$ cat config.mk
export PLATFORM = sky130hd
export DESIGN_NAME = gpei_port
export DESIGN_NICKNAME = d
export VERILOG_FILES = /design/src/hw/gpei_pkg.sv /design/src/hw/gpei_port.sv /design/src/hw/gpei_pin_sync.sv
export SDC_FILE = /design/constraint.sdc
export NUM_CORES = 1
export LEC_CHECK = 0
export BUFFER_PORTS_ARGS = -buffer_cell sky130_fd_sc_hd__buf_2
export CAP_MARGIN = 0
export CORE_AREA = 2 2 97 81
export CTS_BUF_LIST = sky130_fd_sc_hd__clkbuf_16
export DETAILED_ROUTE_END_ITERATION = 6
export DIE_AREA = 0 0 99 83
export PLACE_DENSITY_LB_ADDON = 0.08
export SYNTH_ARGS = -nofsm -noshare
export SYNTH_HDL_FRONTEND = slang
export SYNTH_HIERARCHICAL = 1
export SYNTH_SLANG_ARGS = --single-unit
export TNS_END_PERCENT = 30
$ cat constraint.sdc
create_clock -name clock -period 2.8 [get_ports clock]
set_clock_uncertainty 0.2 [all_clocks]
set_input_delay 0.56 -clock clock [delete_from_list [all_inputs] [get_ports clock]]
set_output_delay 0.56 -clock clock [all_outputs]
set_load 0.01 [all_outputs]
$ cat src/hw/gpei_pkg.sv
// package: widths, register map, reset values and carrier types of the gpio port
package gpei_pkg;

  // ------------------------------------------------------------
  // port geometry
  // ------------------------------------------------------------
  localparam int GPEI_PINS = 8;
  localparam int GPEI_ADDR_W = 3;
  localparam int GPEI_SYNC_STAGES = 2;

  // ------------------------------------------------------------
  // register offsets
  // ------------------------------------------------------------
  localparam logic [GPEI_ADDR_W-1:0] GPEI_OFS_PORT_PIN_DATA = 3'h0;
  localparam logic [GPEI_ADDR_W-1:0] GPEI_OFS_PORT_PIN_DIRECTION = 3'h1;
  localparam logic [GPEI_ADDR_W-1:0] GPEI_OFS_PORT_PIN_OPTION = 3'h2;
  localparam logic [GPEI_ADDR_W-1:0] GPEI_OFS_EXT_IRQ_SENSITIVITY_REG = 3'h3;

  // ------------------------------------------------------------
  // field positions of the sensitivity register
  // ------------------------------------------------------------
  localparam int GPEI_SENS_FIELD_LOW_POS = 0;
  localparam int GPEI_SENS_FIELD_HIGH_POS = 1;

  // ------------------------------------------------------------
  // reset values
  // ------------------------------------------------------------
  localparam logic [GPEI_PINS-1:0] GPEI_RST_PIN_DATA = 8'h00;
  localparam logic [GPEI_PINS-1:0] GPEI_RST_PIN_DIRECTION = 8'h00;
  localparam logic [GPEI_PINS-1:0] GPEI_RST_PIN_OPTION = 8'h00;
  localparam logic [1:0] GPEI_RST_SENSITIVITY = 2'h0;
  localparam logic [GPEI_PINS-1:0] GPEI_RST_READ_DATA = 8'h00;

  // ------------------------------------------------------------
  // interrupt mask level that unlocks the sensitivity bits
  // ------------------------------------------------------------
  localparam logic [1:0] GPEI_CC_LEVEL_UNLOCK = 2'h3;

  // ------------------------------------------------------------
  // sensitivity encodings
  // ------------------------------------------------------------
  typedef enum logic [1:0] {
    GPEI_SENS_FALL_LOW = 2'h0,
    GPEI_SENS_RISE = 2'h1,
    GPEI_SENS_FALL = 2'h2,
    GPEI_SENS_BOTH = 2'h3
  } gpei_sens_type;

  // ------------------------------------------------------------
  // carriers
  // ------------------------------------------------------------
  typedef struct packed {
    logic [GPEI_ADDR_W-1:0] addr;
    logic [GPEI_PINS-1:0] wdata;
    logic wr;
    logic rd;
  } gpei_bus_req_type;

  typedef struct packed {
    logic [GPEI_PINS-1:0] out;
    logic [GPEI_PINS-1:0] oe;
    logic [GPEI_PINS-1:0] pull_up;
  } gpei_pad_type;

  typedef struct packed {
    logic [GPEI_PINS-1:0] out_en;
    logic [GPEI_PINS-1:0] out_val;
    logic [GPEI_PINS-1:0] open_drain;
  } gpei_alt_type;

endpackage

$ cat src/hw/gpei_port.sv
// module: eight-pin gpio port with alternate functions and external interrupt request
//
// Contract
// up to eight pins, each input with or without interrupt, or output
// bit x of data, direction and option registers maps to pin x
// direction bit clear makes an input; data read returns the pin level
// in input mode the option bit picks the input variant
// data write in input mode only updates the latch, pin unchanged
// software loads the data latch before turning a pin into output
// software avoids bit set or clear read-modify-write on the data register
// an input-with-interrupt pin raises the external request on an event
// sensitivity bits select the edge or level for external interrupts
// enabled pins are qualified by sensitivity, then ORed into one request
// request latch is hidden from software, cleared by the vector fetch
// a write changing the sensitivity bits clears a pending request
// direction bit set makes an output driven from the data latch
// in output mode a data read returns the latch, not the pin
// option picks push-pull or open drain; 0 drives low, 1 high or released
// a peripheral claiming a pin overrides the normal port programming
// a peripheral driving a pin forces output, with its own drive type
// peripheral inputs use input mode; data reads still return the pin level
// a pin used by a peripheral both ways is set as floating input
// input pin driven by its alternate output reads back that output
// output pin with alternate input feeds the latch level to the peripheral
// software never enables an alternate function on an interrupt input
// dir 0: option 0 floating, 1 pull-up; dir 1: option 0 od, 1 push-pull
// sensitivity: fall and low, rise only, fall only, both edges
// sensitivity bits take writes only at interrupt mask level three
// data, direction and option reset to zero: all pins floating inputs
// pin inputs are synchronised before reads and interrupt detection
module gpei_port
  import gpei_pkg::*;
#(
  parameter logic [GPEI_PINS-1:0] IRQ_CAPABLE = 8'hff,
  parameter logic [GPEI_PINS-1:0] PULL_UP_CAPABLE = 8'hff
) (
  input wire logic clock,
  input wire logic rst_b,
  input wire gpei_bus_req_type bus_req,
  output logic [GPEI_PINS-1:0] bus_rdata,
  input wire logic [1:0] condition_code_reg,
  input wire logic vector_fetch,
  output logic ext_irq_req,
  input wire logic [GPEI_PINS-1:0] pin_in,
  output gpei_pad_type pad,
  input wire gpei_alt_type alt,
  output logic [GPEI_PINS-1:0] alt_in
);

  // ------------------------------------------------------------
  // pin synchronisation
  // ------------------------------------------------------------
  logic [GPEI_PINS-1:0] pin_level;
  logic [GPEI_PINS-1:0] pin_level_prev;

  // every pin level is synchronised before any use
  gpei_pin_sync #(
    .WIDTH(GPEI_PINS)
  ) u_sync (
    .clock(clock),
    .rst_b(rst_b),
    .pin_in(pin_in),
    .level(pin_level),
    .level_prev(pin_level_prev)
  );

  // ------------------------------------------------------------
  // register file
  // ------------------------------------------------------------
  logic [GPEI_PINS-1:0] pin_data_latch_ff;
  logic [GPEI_PINS-1:0] port_pin_direction_ff;
  logic [GPEI_PINS-1:0] port_pin_option_ff;
  logic [1:0] sens_ff;
  logic [GPEI_PINS-1:0] nxt_pin_data_latch;
  logic [GPEI_PINS-1:0] nxt_port_pin_direction;
  logic [GPEI_PINS-1:0] nxt_port_pin_option;
  logic [1:0] nxt_sens;
  logic sens_wr_ok;
  logic sens_changed;

  // a sensitivity write is taken only at mask level three
  assign sens_wr_ok = bus_req.wr && (bus_req.addr == GPEI_OFS_EXT_IRQ_SENSITIVITY_REG)
    && (condition_code_reg == GPEI_CC_LEVEL_UNLOCK);
  assign sens_changed = sens_wr_ok && (bus_req.wdata[1:0] != sens_ff);

  // register writes; the latch takes any data write whatever the direction
  always_comb begin
    nxt_pin_data_latch = pin_data_latch_ff;
    nxt_port_pin_direction = port_pin_direction_ff;
    nxt_port_pin_option = port_pin_option_ff;
    nxt_sens = sens_ff;
    if (bus_req.wr) begin
      case (bus_req.addr)
        GPEI_OFS_PORT_PIN_DATA: begin
          nxt_pin_data_latch = bus_req.wdata; // see
        end
        GPEI_OFS_PORT_PIN_DIRECTION: begin
          nxt_port_pin_direction = bus_req.wdata;
        end
        GPEI_OFS_PORT_PIN_OPTION: begin
          nxt_port_pin_option = bus_req.wdata;
        end
        default: begin
          nxt_sens = sens_ff;
        end
      endcase
    end
    if (sens_wr_ok) begin
      nxt_sens = {bus_req.wdata[GPEI_SENS_FIELD_HIGH_POS],
                  bus_req.wdata[GPEI_SENS_FIELD_LOW_POS]};
    end
  end

  // registers reset so that every pin starts as a floating input
  always_ff @(posedge clock) begin
    if (!rst_b) begin
      pin_data_latch_ff <= GPEI_RST_PIN_DATA;
      port_pin_direction_ff <= GPEI_RST_PIN_DIRECTION;
      port_pin_option_ff <= GPEI_RST_PIN_OPTION;
      sens_ff <= GPEI_RST_SENSITIVITY;
    end else begin
      pin_data_latch_ff <= nxt_pin_data_latch;
      port_pin_direction_ff <= nxt_port_pin_direction;
      port_pin_option_ff <= nxt_port_pin_option;
      sens_ff <= nxt_sens;
    end
  end

  // ------------------------------------------------------------
  // per-pin views: read value, drive, interrupt qualification
  // ------------------------------------------------------------
  logic [GPEI_PINS-1:0] read_view;
  logic [GPEI_PINS-1:0] drv_out;
  logic [GPEI_PINS-1:0] drv_oe;
  logic [GPEI_PINS-1:0] drv_pull;
  logic [GPEI_PINS-1:0] irq_qual;

  genvar gi;
  generate
    for (gi = 0; gi < GPEI_PINS; gi++) begin : g_pin
      logic is_out;
      logic irq_en;
      logic rise;
      logic fall;

      // direction bit set means output mode
      assign is_out = port_pin_direction_ff[gi]; // see

      // read: latch in output, alternate output or pin level in input
      assign read_view[gi] = is_out ? pin_data_latch_ff[gi]
        : (alt.out_en[gi] ? alt.out_val[gi]
        : pin_level[gi]); // see

      // peripheral input sees the latch in output mode, the pin otherwise
      assign alt_in[gi] = is_out ? pin_data_latch_ff[gi] : pin_level[gi];

      // drive: a claiming peripheral wins and chooses its drive type
      always_comb begin
        drv_out[gi] = 1'b0;
        drv_oe[gi] = 1'b0;
        drv_pull[gi] = 1'b0;
        if (alt.out_en[gi]) begin
          drv_out[gi] = alt.out_val[gi]; // see
          drv_oe[gi] = !alt.open_drain[gi] || !alt.out_val[gi];
        end else if (is_out) begin
          drv_out[gi] = pin_data_latch_ff[gi] && port_pin_option_ff[gi];
          drv_oe[gi] = port_pin_option_ff[gi] || !pin_data_latch_ff[gi];
        end else begin
          drv_pull[gi] = port_pin_option_ff[gi] && PULL_UP_CAPABLE[gi]; // see
        end
      end

      // interrupt enable: input with option set on a capable pin
      assign irq_en = IRQ_CAPABLE[gi] && !is_out && port_pin_option_ff[gi];
      assign rise = pin_level[gi] && !pin_level_prev[gi];
      assign fall = !pin_level[gi] && pin_level_prev[gi];

      // qualify by the selected sensitivity
      always_comb begin
        case (gpei_sens_type'(sens_ff))
          GPEI_SENS_FALL_LOW: irq_qual[gi] = irq_en && (fall || !pin_level[gi]);
          GPEI_SENS_RISE: irq_qual[gi] = irq_en && rise;
          GPEI_SENS_FALL: irq_qual[gi] = irq_en && fall;
          GPEI_SENS_BOTH: irq_qual[gi] = irq_en && (rise || fall);
          default: irq_qual[gi] = 1'b0;
        endcase
      end
    end
  endgenerate

  // ------------------------------------------------------------
  // external interrupt request latch
  // ------------------------------------------------------------
  logic irq_req_ff;
  logic nxt_irq_req;
  logic irq_set;

  // qualified pins are ORed into one event
  assign irq_set = |irq_qual; // see

  // fetch or a sensitivity change clears; a new event wins over the clear
  always_comb begin
    nxt_irq_req = irq_req_ff;
    if (vector_fetch || sens_changed) begin
      nxt_irq_req = 1'b0; // see
    end
    if (irq_set) begin
      nxt_irq_req = 1'b1;
    end
  end

  // latch register, hidden from the register map
  always_ff @(posedge clock) begin
    if (!rst_b) begin
      irq_req_ff <= 1'b0;
    end else begin
      irq_req_ff <= nxt_irq_req;
    end
  end

  assign ext_irq_req = irq_req_ff;

  // ------------------------------------------------------------
  // read port and pad drive registers
  // ------------------------------------------------------------
  logic [GPEI_PINS-1:0] rdata_ff;
  logic [GPEI_PINS-1:0] nxt_rdata;
  gpei_pad_type pad_ff;
  gpei_pad_type nxt_pad;

  // read mux; unmapped offsets read zero
  always_comb begin
    nxt_rdata = GPEI_RST_READ_DATA;
    if (bus_req.rd) begin
      case (bus_req.addr)
        GPEI_OFS_PORT_PIN_DATA: nxt_rdata = read_view;
        GPEI_OFS_PORT_PIN_DIRECTION: nxt_rdata = port_pin_direction_ff;
        GPEI_OFS_PORT_PIN_OPTION: nxt_rdata = port_pin_option_ff;
        GPEI_OFS_EXT_IRQ_SENSITIVITY_REG: nxt_rdata = {6'h00, sens_ff};
        default: nxt_rdata = GPEI_RST_READ_DATA;
      endcase
    end
    nxt_pad.out = drv_out;
    nxt_pad.oe = drv_oe;
    nxt_pad.pull_up = drv_pull;
  end

  // register read data and pad controls
  always_ff @(posedge clock) begin
    if (!rst_b) begin
      rdata_ff <= GPEI_RST_READ_DATA;
      pad_ff <= '0;
    end else begin
      rdata_ff <= nxt_rdata;
      pad_ff <= nxt_pad;
    end
  end

  assign bus_rdata = rdata_ff;
  assign pad = pad_ff;

  logic rd_data_out;
  assign rd_data_out = bus_req.rd && (bus_req.addr == GPEI_OFS_PORT_PIN_DATA)
    && (port_pin_direction_ff == 8'hff);

  logic [GPEI_PINS-1:0] od_high;
  logic [GPEI_PINS-1:0] pull_want;

  // pins that must float next cycle, and pins that must be pulled up next cycle
  assign od_high = port_pin_direction_ff & ~port_pin_option_ff
    & pin_data_latch_ff & ~alt.out_en;
  assign pull_want = ~port_pin_direction_ff & port_pin_option_ff
    & PULL_UP_CAPABLE & ~alt.out_en;
endmodule

$ cat src/hw/gpei_pin_sync.sv
// module: two-stage pin synchroniser with a delayed copy for edge detection
module gpei_pin_sync
  import gpei_pkg::*;
#(
  parameter int WIDTH = GPEI_PINS
) (
  input wire logic clock,
  input wire logic rst_b,
  input wire logic [WIDTH-1:0] pin_in,
  output logic [WIDTH-1:0] level,
  output logic [WIDTH-1:0] level_prev
);

  // ------------------------------------------------------------
  // synchroniser chain
  // ------------------------------------------------------------
  logic [WIDTH-1:0] stage1_ff;
  logic [WIDTH-1:0] stage2_ff;
  logic [WIDTH-1:0] prev_ff;
  logic [WIDTH-1:0] nxt_stage1;
  logic [WIDTH-1:0] nxt_stage2;
  logic [WIDTH-1:0] nxt_prev;

  // next values: stage1 is read only by stage2
  always_comb begin
    nxt_stage1 = pin_in;
    nxt_stage2 = stage1_ff;
    nxt_prev = stage2_ff;
  end

  // register the chain
  always_ff @(posedge clock) begin
    if (!rst_b) begin
      stage1_ff <= '0;
      stage2_ff <= '0;
      prev_ff <= '0;
    end else begin
      stage1_ff <= nxt_stage1;
      stage2_ff <= nxt_stage2;
      prev_ff <= nxt_prev;
    end
  end

  assign level = stage2_ff;
  assign level_prev = prev_ff;

endmodule

==> run_results.csv, run 1 <==
group,metric,value,unit
status,outcome,"finished clean",
placement,gp_congestion,0.822,
global_routing,gr-total-overflow,0,
sta,max-slew-margin-rel,57.8,%
sta,setup_tns,0,ns
drt,ant_nets,0,
drt,avgRoutedWirePerCell,14.1,µm
power_and_ir_drop,p_leak,1.77,nW
drt,vias,3059,
synth,synth_area,0.00360,mm²
synth,syn-num-nets,463,
final_layout,n_fill_cell,657,
die,die-width,99,µm
global_routing,antenna_found_initial,0,
power_and_ir_drop,power,2.58,mW
synth,ys.flop_type,"dfxtp_1",
cts,cts_buffers,9,
cts,cts_tree,"built",
global_routing,busiest_layer,"met2",
cts,cts_hold_buf,0,
synth,synth-edff-count,0,
cts,cts.sinks,83,
sta,period_needed,2.33,ns
min_path,min_path_type,"in2reg",
placement,portBuffers,90,
cts,cts-root-buf,"clkbuf_16",
power_and_ir_drop,vdd_drop_max,0.277,mV
global_routing,met3_usage,6.14,%
power_and_ir_drop,p_per_area,589,mW/mm²
global_routing,grt_pass1_vias,2842,
cts,htree_levels,3,
synth,synth.most_common_cell,"dfxtp_1",
worst_setup_path,start_kind,"flip-flop",
worst_setup_path,cp-end-kind,"flip-flop",
die,initial_core_util,50.1,%
global_routing,grt_max_degree,33,
placement,dp_hpwl,5.97,mm
run,maxCapViolations,0,
final_layout,regArea,0.00166,mm²
worst_setup_path,worstPathMaxFanout,8,
synth,ys_types,37,
drt,drc_errors,0,
sta,slew_viol_final,0,
synth,synthTopCellsByArea,"dfxtp_1, nand2_1, a21boi_0",
synth,synth_top_area_share,46.2,%
drt,vias_per_cell,5.19,
synth,ys_async_sr_fraction,0,%
global_routing,grt_pass1_wl,13.7,mm
worst_setup_path,critPathKind,"reg2reg",
final_layout,diodes,0,
sta,setup_violations,0,
cts,clock_path_buffers,2,
synth,synth_area_leader_cell,"dfxtp_1",
cts,post_cts_buffers,0,
synth,netlist_instances,410,
synth,synth_common_cells,"dfxtp_1, nand2_1, o21ai_0, nor2_1, a21boi_0",
final_layout,multi_input_area,0.00176,mm²
final_layout,drive_gt1_share,26.7,%
worst_setup_path,cp.required,2.83,ns
die,dieArea,0.00822,mm²
synth,ys_warn_count,6,
global_routing,grtUsageMet1,27.5,%
drt,drt-pass1-iter-count,4,
sta,final_hold_viol_count,0,
sta,max_freq,0.429,GHz
synth,synth_seq_area_share,46.2,%
cts,clk-insertion-delay-late,0.34,ns
final_layout,nets,547,
synth,avgSynthCellArea,8.77,µm²
worst_setup_path,cp.arrival,2.36,ns
sta,period_share,83.2,%
synth,synth_seq_cells,83,
die,fp-row-count,28,
global_routing,grtUsageMet2,32.1,%
sta,worst-slew-pin-transition,0.630,ns
sta,rsz0062_at_grt,"no",
final_layout,area_growth,21.6,%
global_routing,grtUsageTotal,20.8,%
cts,path_clk_slew,0.06,ns
die,die_h,83,µm
die,io_pins,91,
cts,cts_resized,0,
die,core_area,0.00718,mm²
drt,drt_iter0_drc,83,
drt,postRouteWirelength,8.32,mm
## report_power, final
group,switching [mW],internal (mW)
clock,0.453,0.680
sequential,0.0248,1.22
combinational,0.107,0.0959
## cell type report
| cell class | instances | area share, % |
|---|---|---|
| repair buffers | 95 | 11.2 |
| clock buffers | 9 | 5.15 |
| flip-flops and latches | 83 | 38.0 |
| inverters | 18 | 1.54 |
| well taps | 90 | 2.57 |
| multi-input cells | 287 | 40.2 |
| clock inverters | 7 | 1.43 |
## critical path: stages (launching register included)
cell and delay, ns:
dfxtp_1 0.43, inv_1 0.07, ha_1 0.43, mux2i_2 0.46, o21ai_0 0.13, nand4b_1 0.11, nand4_1 0.10, o31a_1 0.29
## sequential cells by signal, summed over array words and instances (netlist names)
register,flops
ext_irq_req,1
port_pin_option_ff,8
u_sync/nxt_stage2,8
bus_rdata,8
pad,24
sens_ff,2
u_sync/level_prev,8
pin_data_latch_ff,8
port_pin_direction_ff,8
u_sync/level,8
## cell families (layout without fill, tap and decap cells)
group                      Yosys count  after routing  synth area share [%]
DFF                                 83             83                  46.2
AOI/OAI and AO/OA                  102            102                  18.2
and+or+nand+nor                    169            169                  25.7
buffers and inverters               40            129                  5.08
muxes                               11             11                  3.24
adders and majority gates            3              3                  1.04
xor gates and xnor gates             2              2                 0.487
## final timing paths
check,from,endpoint,slack (ns),cells past startpoint
setup / recovery,sens_ff[0]$_SDFFE_PN0P_,ext_irq_req$_SDFFE_PN0P_,0.47,7
setup reg to reg,sens_ff[0]$_SDFFE_PN0P_,ext_irq_req$_SDFFE_PN0P_,0.47,7
hold reg to reg,u_sync/nxt_stage2[1]$_SDFF_PN0_,u_sync/level[1]$_SDFF_PN0_,0.24,1
hold / removal,pin_in[3],u_sync/nxt_stage2[3]$_SDFF_PN0_,0.23,2
## metal layers
metal  wire length, µm  vias to the layer above  part of all wire (%)
met5                 0                        -                     0
met4               216                        0                   2.6
met3               503                       19                   6.0
met2              3700                       98                    44
met1              3910                     1366                    47
li1                  -                     1576                     -
## cell usage in the layout (no fill, tap or decap), types with 2 or more instances in the layout
cell type   n
buf_2      90
dfxtp_1    83
nand2_1    61
o21ai_0    29
nor2_1     28
a21boi_0   24
inv_1      21
a21oi_1    18
and2_2     18
nand4b_1   11
nand2b_1   11
nor2b_1    10
a22oi_1    10
clkbuf_16   9
o21a_1      8
nand3_1     8
mux2i_1     8
nor4bb_1    8
and2_1      7
o2111ai_1   5
buf_4       5
ha_1        3
nand3b_1    2
mux2_2      2
a21boi_1    2
nor3b_2     2
nand4_1     2
o21ai_1     2
xnor2_1     2
## metrics by stage
stage          area (µm²)  worst slack, ns  utilization [%]  hold slack [ns]  instances
3_5_place_dp         4090            0.486             56.9            0.227        573
5_1_grt              4370            0.295             60.9            0.227        589
3_3_place_gp         4090            0.598             56.9            0.223        573
2_1_floorplan        3600            0.755                -            0.212        410
6_report             4370            0.470             60.9            0.228        589
4_1_cts              4370            0.477             60.9            0.221        589
Power figures use the tool's default switching activity.
==> run 2: changes to the inputs <==
Clock period 2.8 ns to 2.4 ns, I/O delays scaled along.
==> run 2 against run 1 <==
Against the previous run:
- critical path type unchanged
- maximum frequency is 4.2% higher
- global-route usage about the same
- clock power is 48% higher
- setup slack worse by 0.31 ns
- routed wire length grew 0.95%
- hold slack lost 0.079 ns
- utilization increased by 1.5 points
- largest power group is now clock
- combinational power rose by 19%
- via count up 1.2%
- register-to-register slack lost 0.31 ns
- design area increased by 2.4%
==> run_results.csv, run 2 (same netlist as run 1, synthesis figures left out) <==
group,metric,value,unit
die,fp-row-count,28,
cts,path_clk_slew,0.06,ns
final_layout,largest_reg_flops,24,
cts,cts_buffers,9,
final_layout,fin_cells,589,
drt,drc_errors,0,
die,die_h,83,µm
sta,worst-slew-pin-transition,0.428,ns
power_and_ir_drop,swShare,20.9,%
worst_setup_path,start_kind,"flip-flop",
global_routing,grt_pass1_wl,13.7,mm
final_layout,final_common_cell,"buf_2",
global_routing,grt_max_degree,59,
sta,max_freq,0.447,GHz
power_and_ir_drop,pwr-share-seq,43.1,%
sta,timing.hold.ws,0.149,ns
drt,vias_per_cell,5.25,
min_path,min_path_type,"in2reg",
drt,drt-pass1-iter-count,4,
sta,setup_ws,0.163,ns
sta,setup_violations,0,
power_and_ir_drop,combPwrFrac,7.2,%
cts,cts-root-buf,"clkbuf_16",
cts,cts.sinks,83,
final_layout,area_growth,24.6,%
worst_setup_path,critPathKind,"reg2reg",
final_layout,final_cell_mix,"buf_2, dfxtp_1, nand2_1, o21ai_0, nor2_1",
drt,ant_nets,0,
power_and_ir_drop,internal_power,2.65,mW
sta,slew_viol_final,0,
final_layout,fin_area,0.00448,mm²
final_layout,nets,548,
power_and_ir_drop,p_leak,1.81,nW
final_layout,drive_gt1_share,27.5,%
placement,placed_area,0.00411,mm²
worst_setup_path,cp.arrival,2.26,ns
sta,setup_tns,0,ns
drt,avgRoutedWirePerCell,14.3,µm
run,maxCapViolations,0,
sta,rsz0062_at_grt,"no",
placement,gp_congestion,0.839,
worst_setup_path,reg2reg_slack,0.16,ns
global_routing,gr-total-overflow,0,
drt,postRouteWirelength,8.40,mm
final_layout,diodes,0,
worst_setup_path,crit_chain,"inv_1, ha_2, mux2i_4, o21ai_0, nand4b_1, nand4_1, o31a_1",
status,outcome,"finished clean",
drt,drt_iter0_drc,142,
die,dieArea,0.00822,mm²
placement,portBuffers,90,
power_and_ir_drop,clkPwrFrac,49.7,%
die,initial_core_util,50.1,%
worst_setup_path,cp.required,2.42,ns
cts,clk-insertion-delay-late,0.33,ns
placement,place_ws,0.0894,ns
die,core_area,0.00718,mm²
min_path,hold_path.startpoint,"pin_in[7]",
worst_setup_path,slowest_delay,0.42,ns
worst_setup_path,crit_slowest_cell,"dfxtp_1",
min_path,holdPathEnd,"u_sync/nxt_stage2[7]$_SDFF_PN0_",
power_and_ir_drop,switching_power,0.703,mW
cts,clock_path_buffers,2,
sta,period_share,93.2,%
drt,vias,3095,
worst_setup_path,ff2ff_path_depth,7,
worst_setup_path,r2r_end,"ext_irq_req$_SDFFE_PN0P_",
worst_setup_path,r2r_start,"sens_ff[0]$_SDFFE_PN0P_",
cts,post_cts_buffers,0,
sta,max-slew-margin-rel,71.4,%
worst_setup_path,cp-end-kind,"flip-flop",
global_routing,grt_pass1_vias,2879,
die,io_pins,91,
sta,period_needed,2.24,ns
placement,dp_hpwl,6.01,mm
cts,cts_tree,"built",
power_and_ir_drop,p_per_area,750,mW/mm²
global_routing,grtUsageTotal,20.8,%
die,die-width,99,µm
worst_setup_path,worstPathMaxFanout,8,
placement,place_inst,574,
min_path,whs_path_depth,2,
global_routing,antenna_found_initial,0,
sta,final_hold_viol_count,0,
power_and_ir_drop,vdd_drop_max,0.486,mV
cts,htree_levels,3,
[run 2: changes by cell type in the layout (fill, tap and decap cells not counted), sizes merged]
cell and change:
inv -2, clkinv -1, bufinv +3, buf +1, clkinvlp -1
[run 2: power groups by stage]
stage,clock [mW],combinational (mW),sequential (mW)
floorplan,0,0.135,1.47
global placement,0,0.238,1.48
detailed placement,0,0.241,1.48
CTS,1.69,0.242,1.45
global route,1.75,0.270,1.45
finish,1.67,0.241,1.45
[run 2: final cells by class]
class                      instances  area (µm²)
inverter                          18        67.6
fill                             646        2700
timing repair buffer              96         508
clock buffer                       9         225
multi-input combinational        287        1770
clock inverter                     6         138
tap                               90         113
sequential                        83        1660
[run 2: how the worst max path moves through the flow]
stage                            startpoint  slack, ns                  endpoint  cells past startpoint
floorplan           sens_ff[0]$_SDFFE_PN0P_       0.36  ext_irq_req$_SDFFE_PN0P_                      7
global route        sens_ff[0]$_SDFFE_PN0P_       0.04  ext_irq_req$_SDFFE_PN0P_                      7
detailed placement  sens_ff[0]$_SDFFE_PN0P_       0.09  ext_irq_req$_SDFFE_PN0P_                      7
CTS                 sens_ff[0]$_SDFFE_PN0P_       0.01  ext_irq_req$_SDFFE_PN0P_                      7
finish              sens_ff[0]$_SDFFE_PN0P_       0.16  ext_irq_req$_SDFFE_PN0P_                      7
global placement    sens_ff[0]$_SDFFE_PN0P_       0.21  ext_irq_req$_SDFFE_PN0P_                      7
[run 2: layer usage]
metal	wire, µm	up-vias	global-route usage [%]
met3	509	12	6.40
met5	0	-	0
li1	-	1578	-
met4	117	0	5.60
met2	3890	90	33.0
met1	3890	1415	27.4
[run 2: what timing repair did]
action	4_1_cts	5_1_grt
hold buffers	0	0
resized for setup	0	2
setup endpoints to repair	0	1
[run 2: worst max-delay path, delay by kind of cell (launching register included)]
kind	cells	cell delay [ns]
flops	1	0.42
buf+inv	1	0.07
fa+ha+maj	1	0.41
simple gates	2	0.21
compound gates	2	0.46
mux	1	0.36
[run 2: metrics by stage]
step / power [mW] / utilization [%]
after floorplan: 1.61 / -
after global placement: 1.72 / 57.2
after detailed placement: 1.72 / 57.2
after CTS: 3.38 / 62.2
after global routing: 3.47 / 62.4
final: 3.36 / 62.4
==> run 3: changes to the inputs <==
Settings changed: CORE_AREA 2 2 97 81 to 2 2 98 81, DIE_AREA 0 0 99 83 to 0 0 100 83.
==> run 3 against run 2 <==
Against the previous run:
- total power is 11% lower
- largest power group is now sequential cells
- die area is 1.0% higher
- flip-flop and latch count stayed put
- hold slack better by 0.0068 ns
- utilization is 2.1 points lower
- sequential power hardly changed
- critical path type unchanged
- highest routed layer unchanged
- routed wire length is 1.4% higher
==> run_results.csv, run 3 (same netlist as run 1, synthesis figures left out) <==
group,metric,value,unit
min_path,min_path_type,"in2reg",
final_layout,fin_cells,588,
global_routing,grt_pass1_vias,2853,
final_layout,n_fill_cell,679,
drt,vias,3049,
global_routing,grt_max_degree,41,
die,dieArea,0.00830,mm²
worst_setup_path,cp.arrival,2.25,ns
drt,postRouteWirelength,8.52,mm
power_and_ir_drop,p_leak,1.77,nW
worst_setup_path,slowest_delay,0.43,ns
final_layout,final_cell_mix,"buf_2, dfxtp_1, nand2_1, o21ai_0, nor2_1",
sta,worst-slew-pin-transition,0.466,ns
worst_setup_path,cp.required,2.41,ns
placement,placed_area,0.00411,mm²
sta,rsz0062_at_grt,"no",
drt,drc_errors,0,
worst_setup_path,reg2reg_slack,0.17,ns
power_and_ir_drop,pwr-share-seq,48.6,%
sta,setup_tns,0,ns
final_layout,post-route-util,60.3,%
sta,max_freq,0.448,GHz
die,core_area,0.00729,mm²
drt,drt_iter0_drc,88,
global_routing,gr-total-overflow,0,
worst_setup_path,crit_slowest_cell,"dfxtp_1",
die,initial_core_util,49.3,%
final_layout,drive_gt1_share,27.3,%
status,outcome,"finished clean",
sta,timing.hold.ws,0.156,ns
cts,cts_resized,0,
cts,htree_levels,3,
cts,clock_path_buffers,2,
placement,gp_congestion,0.789,
final_layout,regArea,0.00166,mm²
cts,cts-root-buf,"clkbuf_16",
sta,period_needed,2.23,ns
power_and_ir_drop,combPwrFrac,8.2,%
placement,place_ws,0.104,ns
drt,ant_nets,0,
cts,path_clk_slew,0.06,ns
worst_setup_path,cp-end-kind,"flip-flop",
sta,period_share,93.0,%
die,die-width,100,µm
sta,setup_ws,0.169,ns
die,die_h,83,µm
sta,max-slew-margin-rel,69.0,%
cts,cts.sinks,83,
power_and_ir_drop,switching_power,0.665,mW
power_and_ir_drop,clkPwrFrac,43.3,%
worst_setup_path,crit_chain,"inv_1, ha_2, mux2i_4, o21ai_0, nand4b_1, nand4_1, o31a_1",
power_and_ir_drop,vdd_drop_max,0.421,mV
final_layout,diodes,0,
placement,place_inst,575,
die,fp-row-count,28,
drt,vias_per_cell,5.19,
sta,slew_viol_final,0,
sta,final_hold_viol_count,0,
final_layout,fin_area,0.00440,mm²
cts,post_cts_buffers,0,
drt,avgRoutedWirePerCell,14.5,µm
final_layout,nets,549,
final_layout,area_growth,22.2,%
worst_setup_path,worstPathMaxFanout,8,
final_layout,multi_input_area,0.00177,mm²
final_layout,largest_reg_flops,24,
placement,dp_hpwl,6.13,mm
global_routing,grt_pass1_wl,14.0,mm
power_and_ir_drop,internal_power,2.32,mW
die,io_pins,91,
global_routing,grtUsageTotal,21.3,%
global_routing,antenna_found_initial,0,
final_layout,final_common_cell,"buf_2",
drt,drt-pass1-iter-count,4,
worst_setup_path,start_kind,"flip-flop",
cts,cts_buffers,9,
power_and_ir_drop,p_per_area,679,mW/mm²
worst_setup_path,critPathKind,"reg2reg",
run,maxCapViolations,0,
power_and_ir_drop,power,2.98,mW
cts,cts_hold_buf,0,
cts,cts_tree,"built",
cts,clk-insertion-delay-late,0.33,ns
sta,setup_violations,0,
placement,portBuffers,90,
power_and_ir_drop,swShare,22.3,%
==> run 3: cell count changes in the layout (fill, tap and decap cells not counted), sizes merged <==
| cell | previous run | this run |
|---|---|---|
| buf | 96 | 97 |
| bufinv | 4 | 1 |
| clkinv | 1 | 3 |
| inv | 19 | 18 |
==> run 3: layout make-up <==
cell class              instances  share of cell area, %
multi-input cells             287                   40.2
flip-flops and latches         83                   37.8
inverters                      18                   1.54
clock buffers                   9                   5.12
repair buffers                 97                   11.7
clock inverters                 4                   1.02
well taps                      90                   2.56
==> run 3: final timing paths <==
kind / from / cells past startpoint / end
setup / recovery: sens_ff[0]$_SDFFE_PN0P_ / 7 / ext_irq_req$_SDFFE_PN0P_
hold / removal: pin_in[3] / 2 / u_sync/nxt_stage2[3]$_SDFF_PN0_
setup reg to reg: sens_ff[0]$_SDFFE_PN0P_ / 7 / ext_irq_req$_SDFFE_PN0P_
hold reg to reg: u_sync/nxt_stage2[0]$_SDFF_PN0_ / 1 / u_sync/level[0]$_SDFF_PN0_
==> run 3: layer usage <==
layer  GRT usage (%)  part of all wire, %  up-vias
met3            6.23                  4.7        7
li1                -                    -     1573
met4            5.35                  1.1        0
met2            35.1                   47       71
met5               0                    0        -
met1            27.4                   47     1398
==> run 3: power by group through the flow <==
stage,Sequential [mW],Clock (mW),Combinational [mW]
global placement,1.48,0,0.240
global route,1.45,1.38,0.272
detailed placement,1.48,0,0.243
CTS,1.45,1.31,0.245
finish,1.45,1.29,0.244
floorplan,1.47,0,0.135
==> run 3: worst max-delay path: cells and delay by family (launching register included) <==
family | cells | cell delay, ns
DFF | 1 | 0.43
buffers and inverters | 1 | 0.07
muxes | 1 | 0.35
adders and majority gates | 1 | 0.41
and+or+nand+nor | 2 | 0.23
AOI/OAI and AO/OA | 2 | 0.42
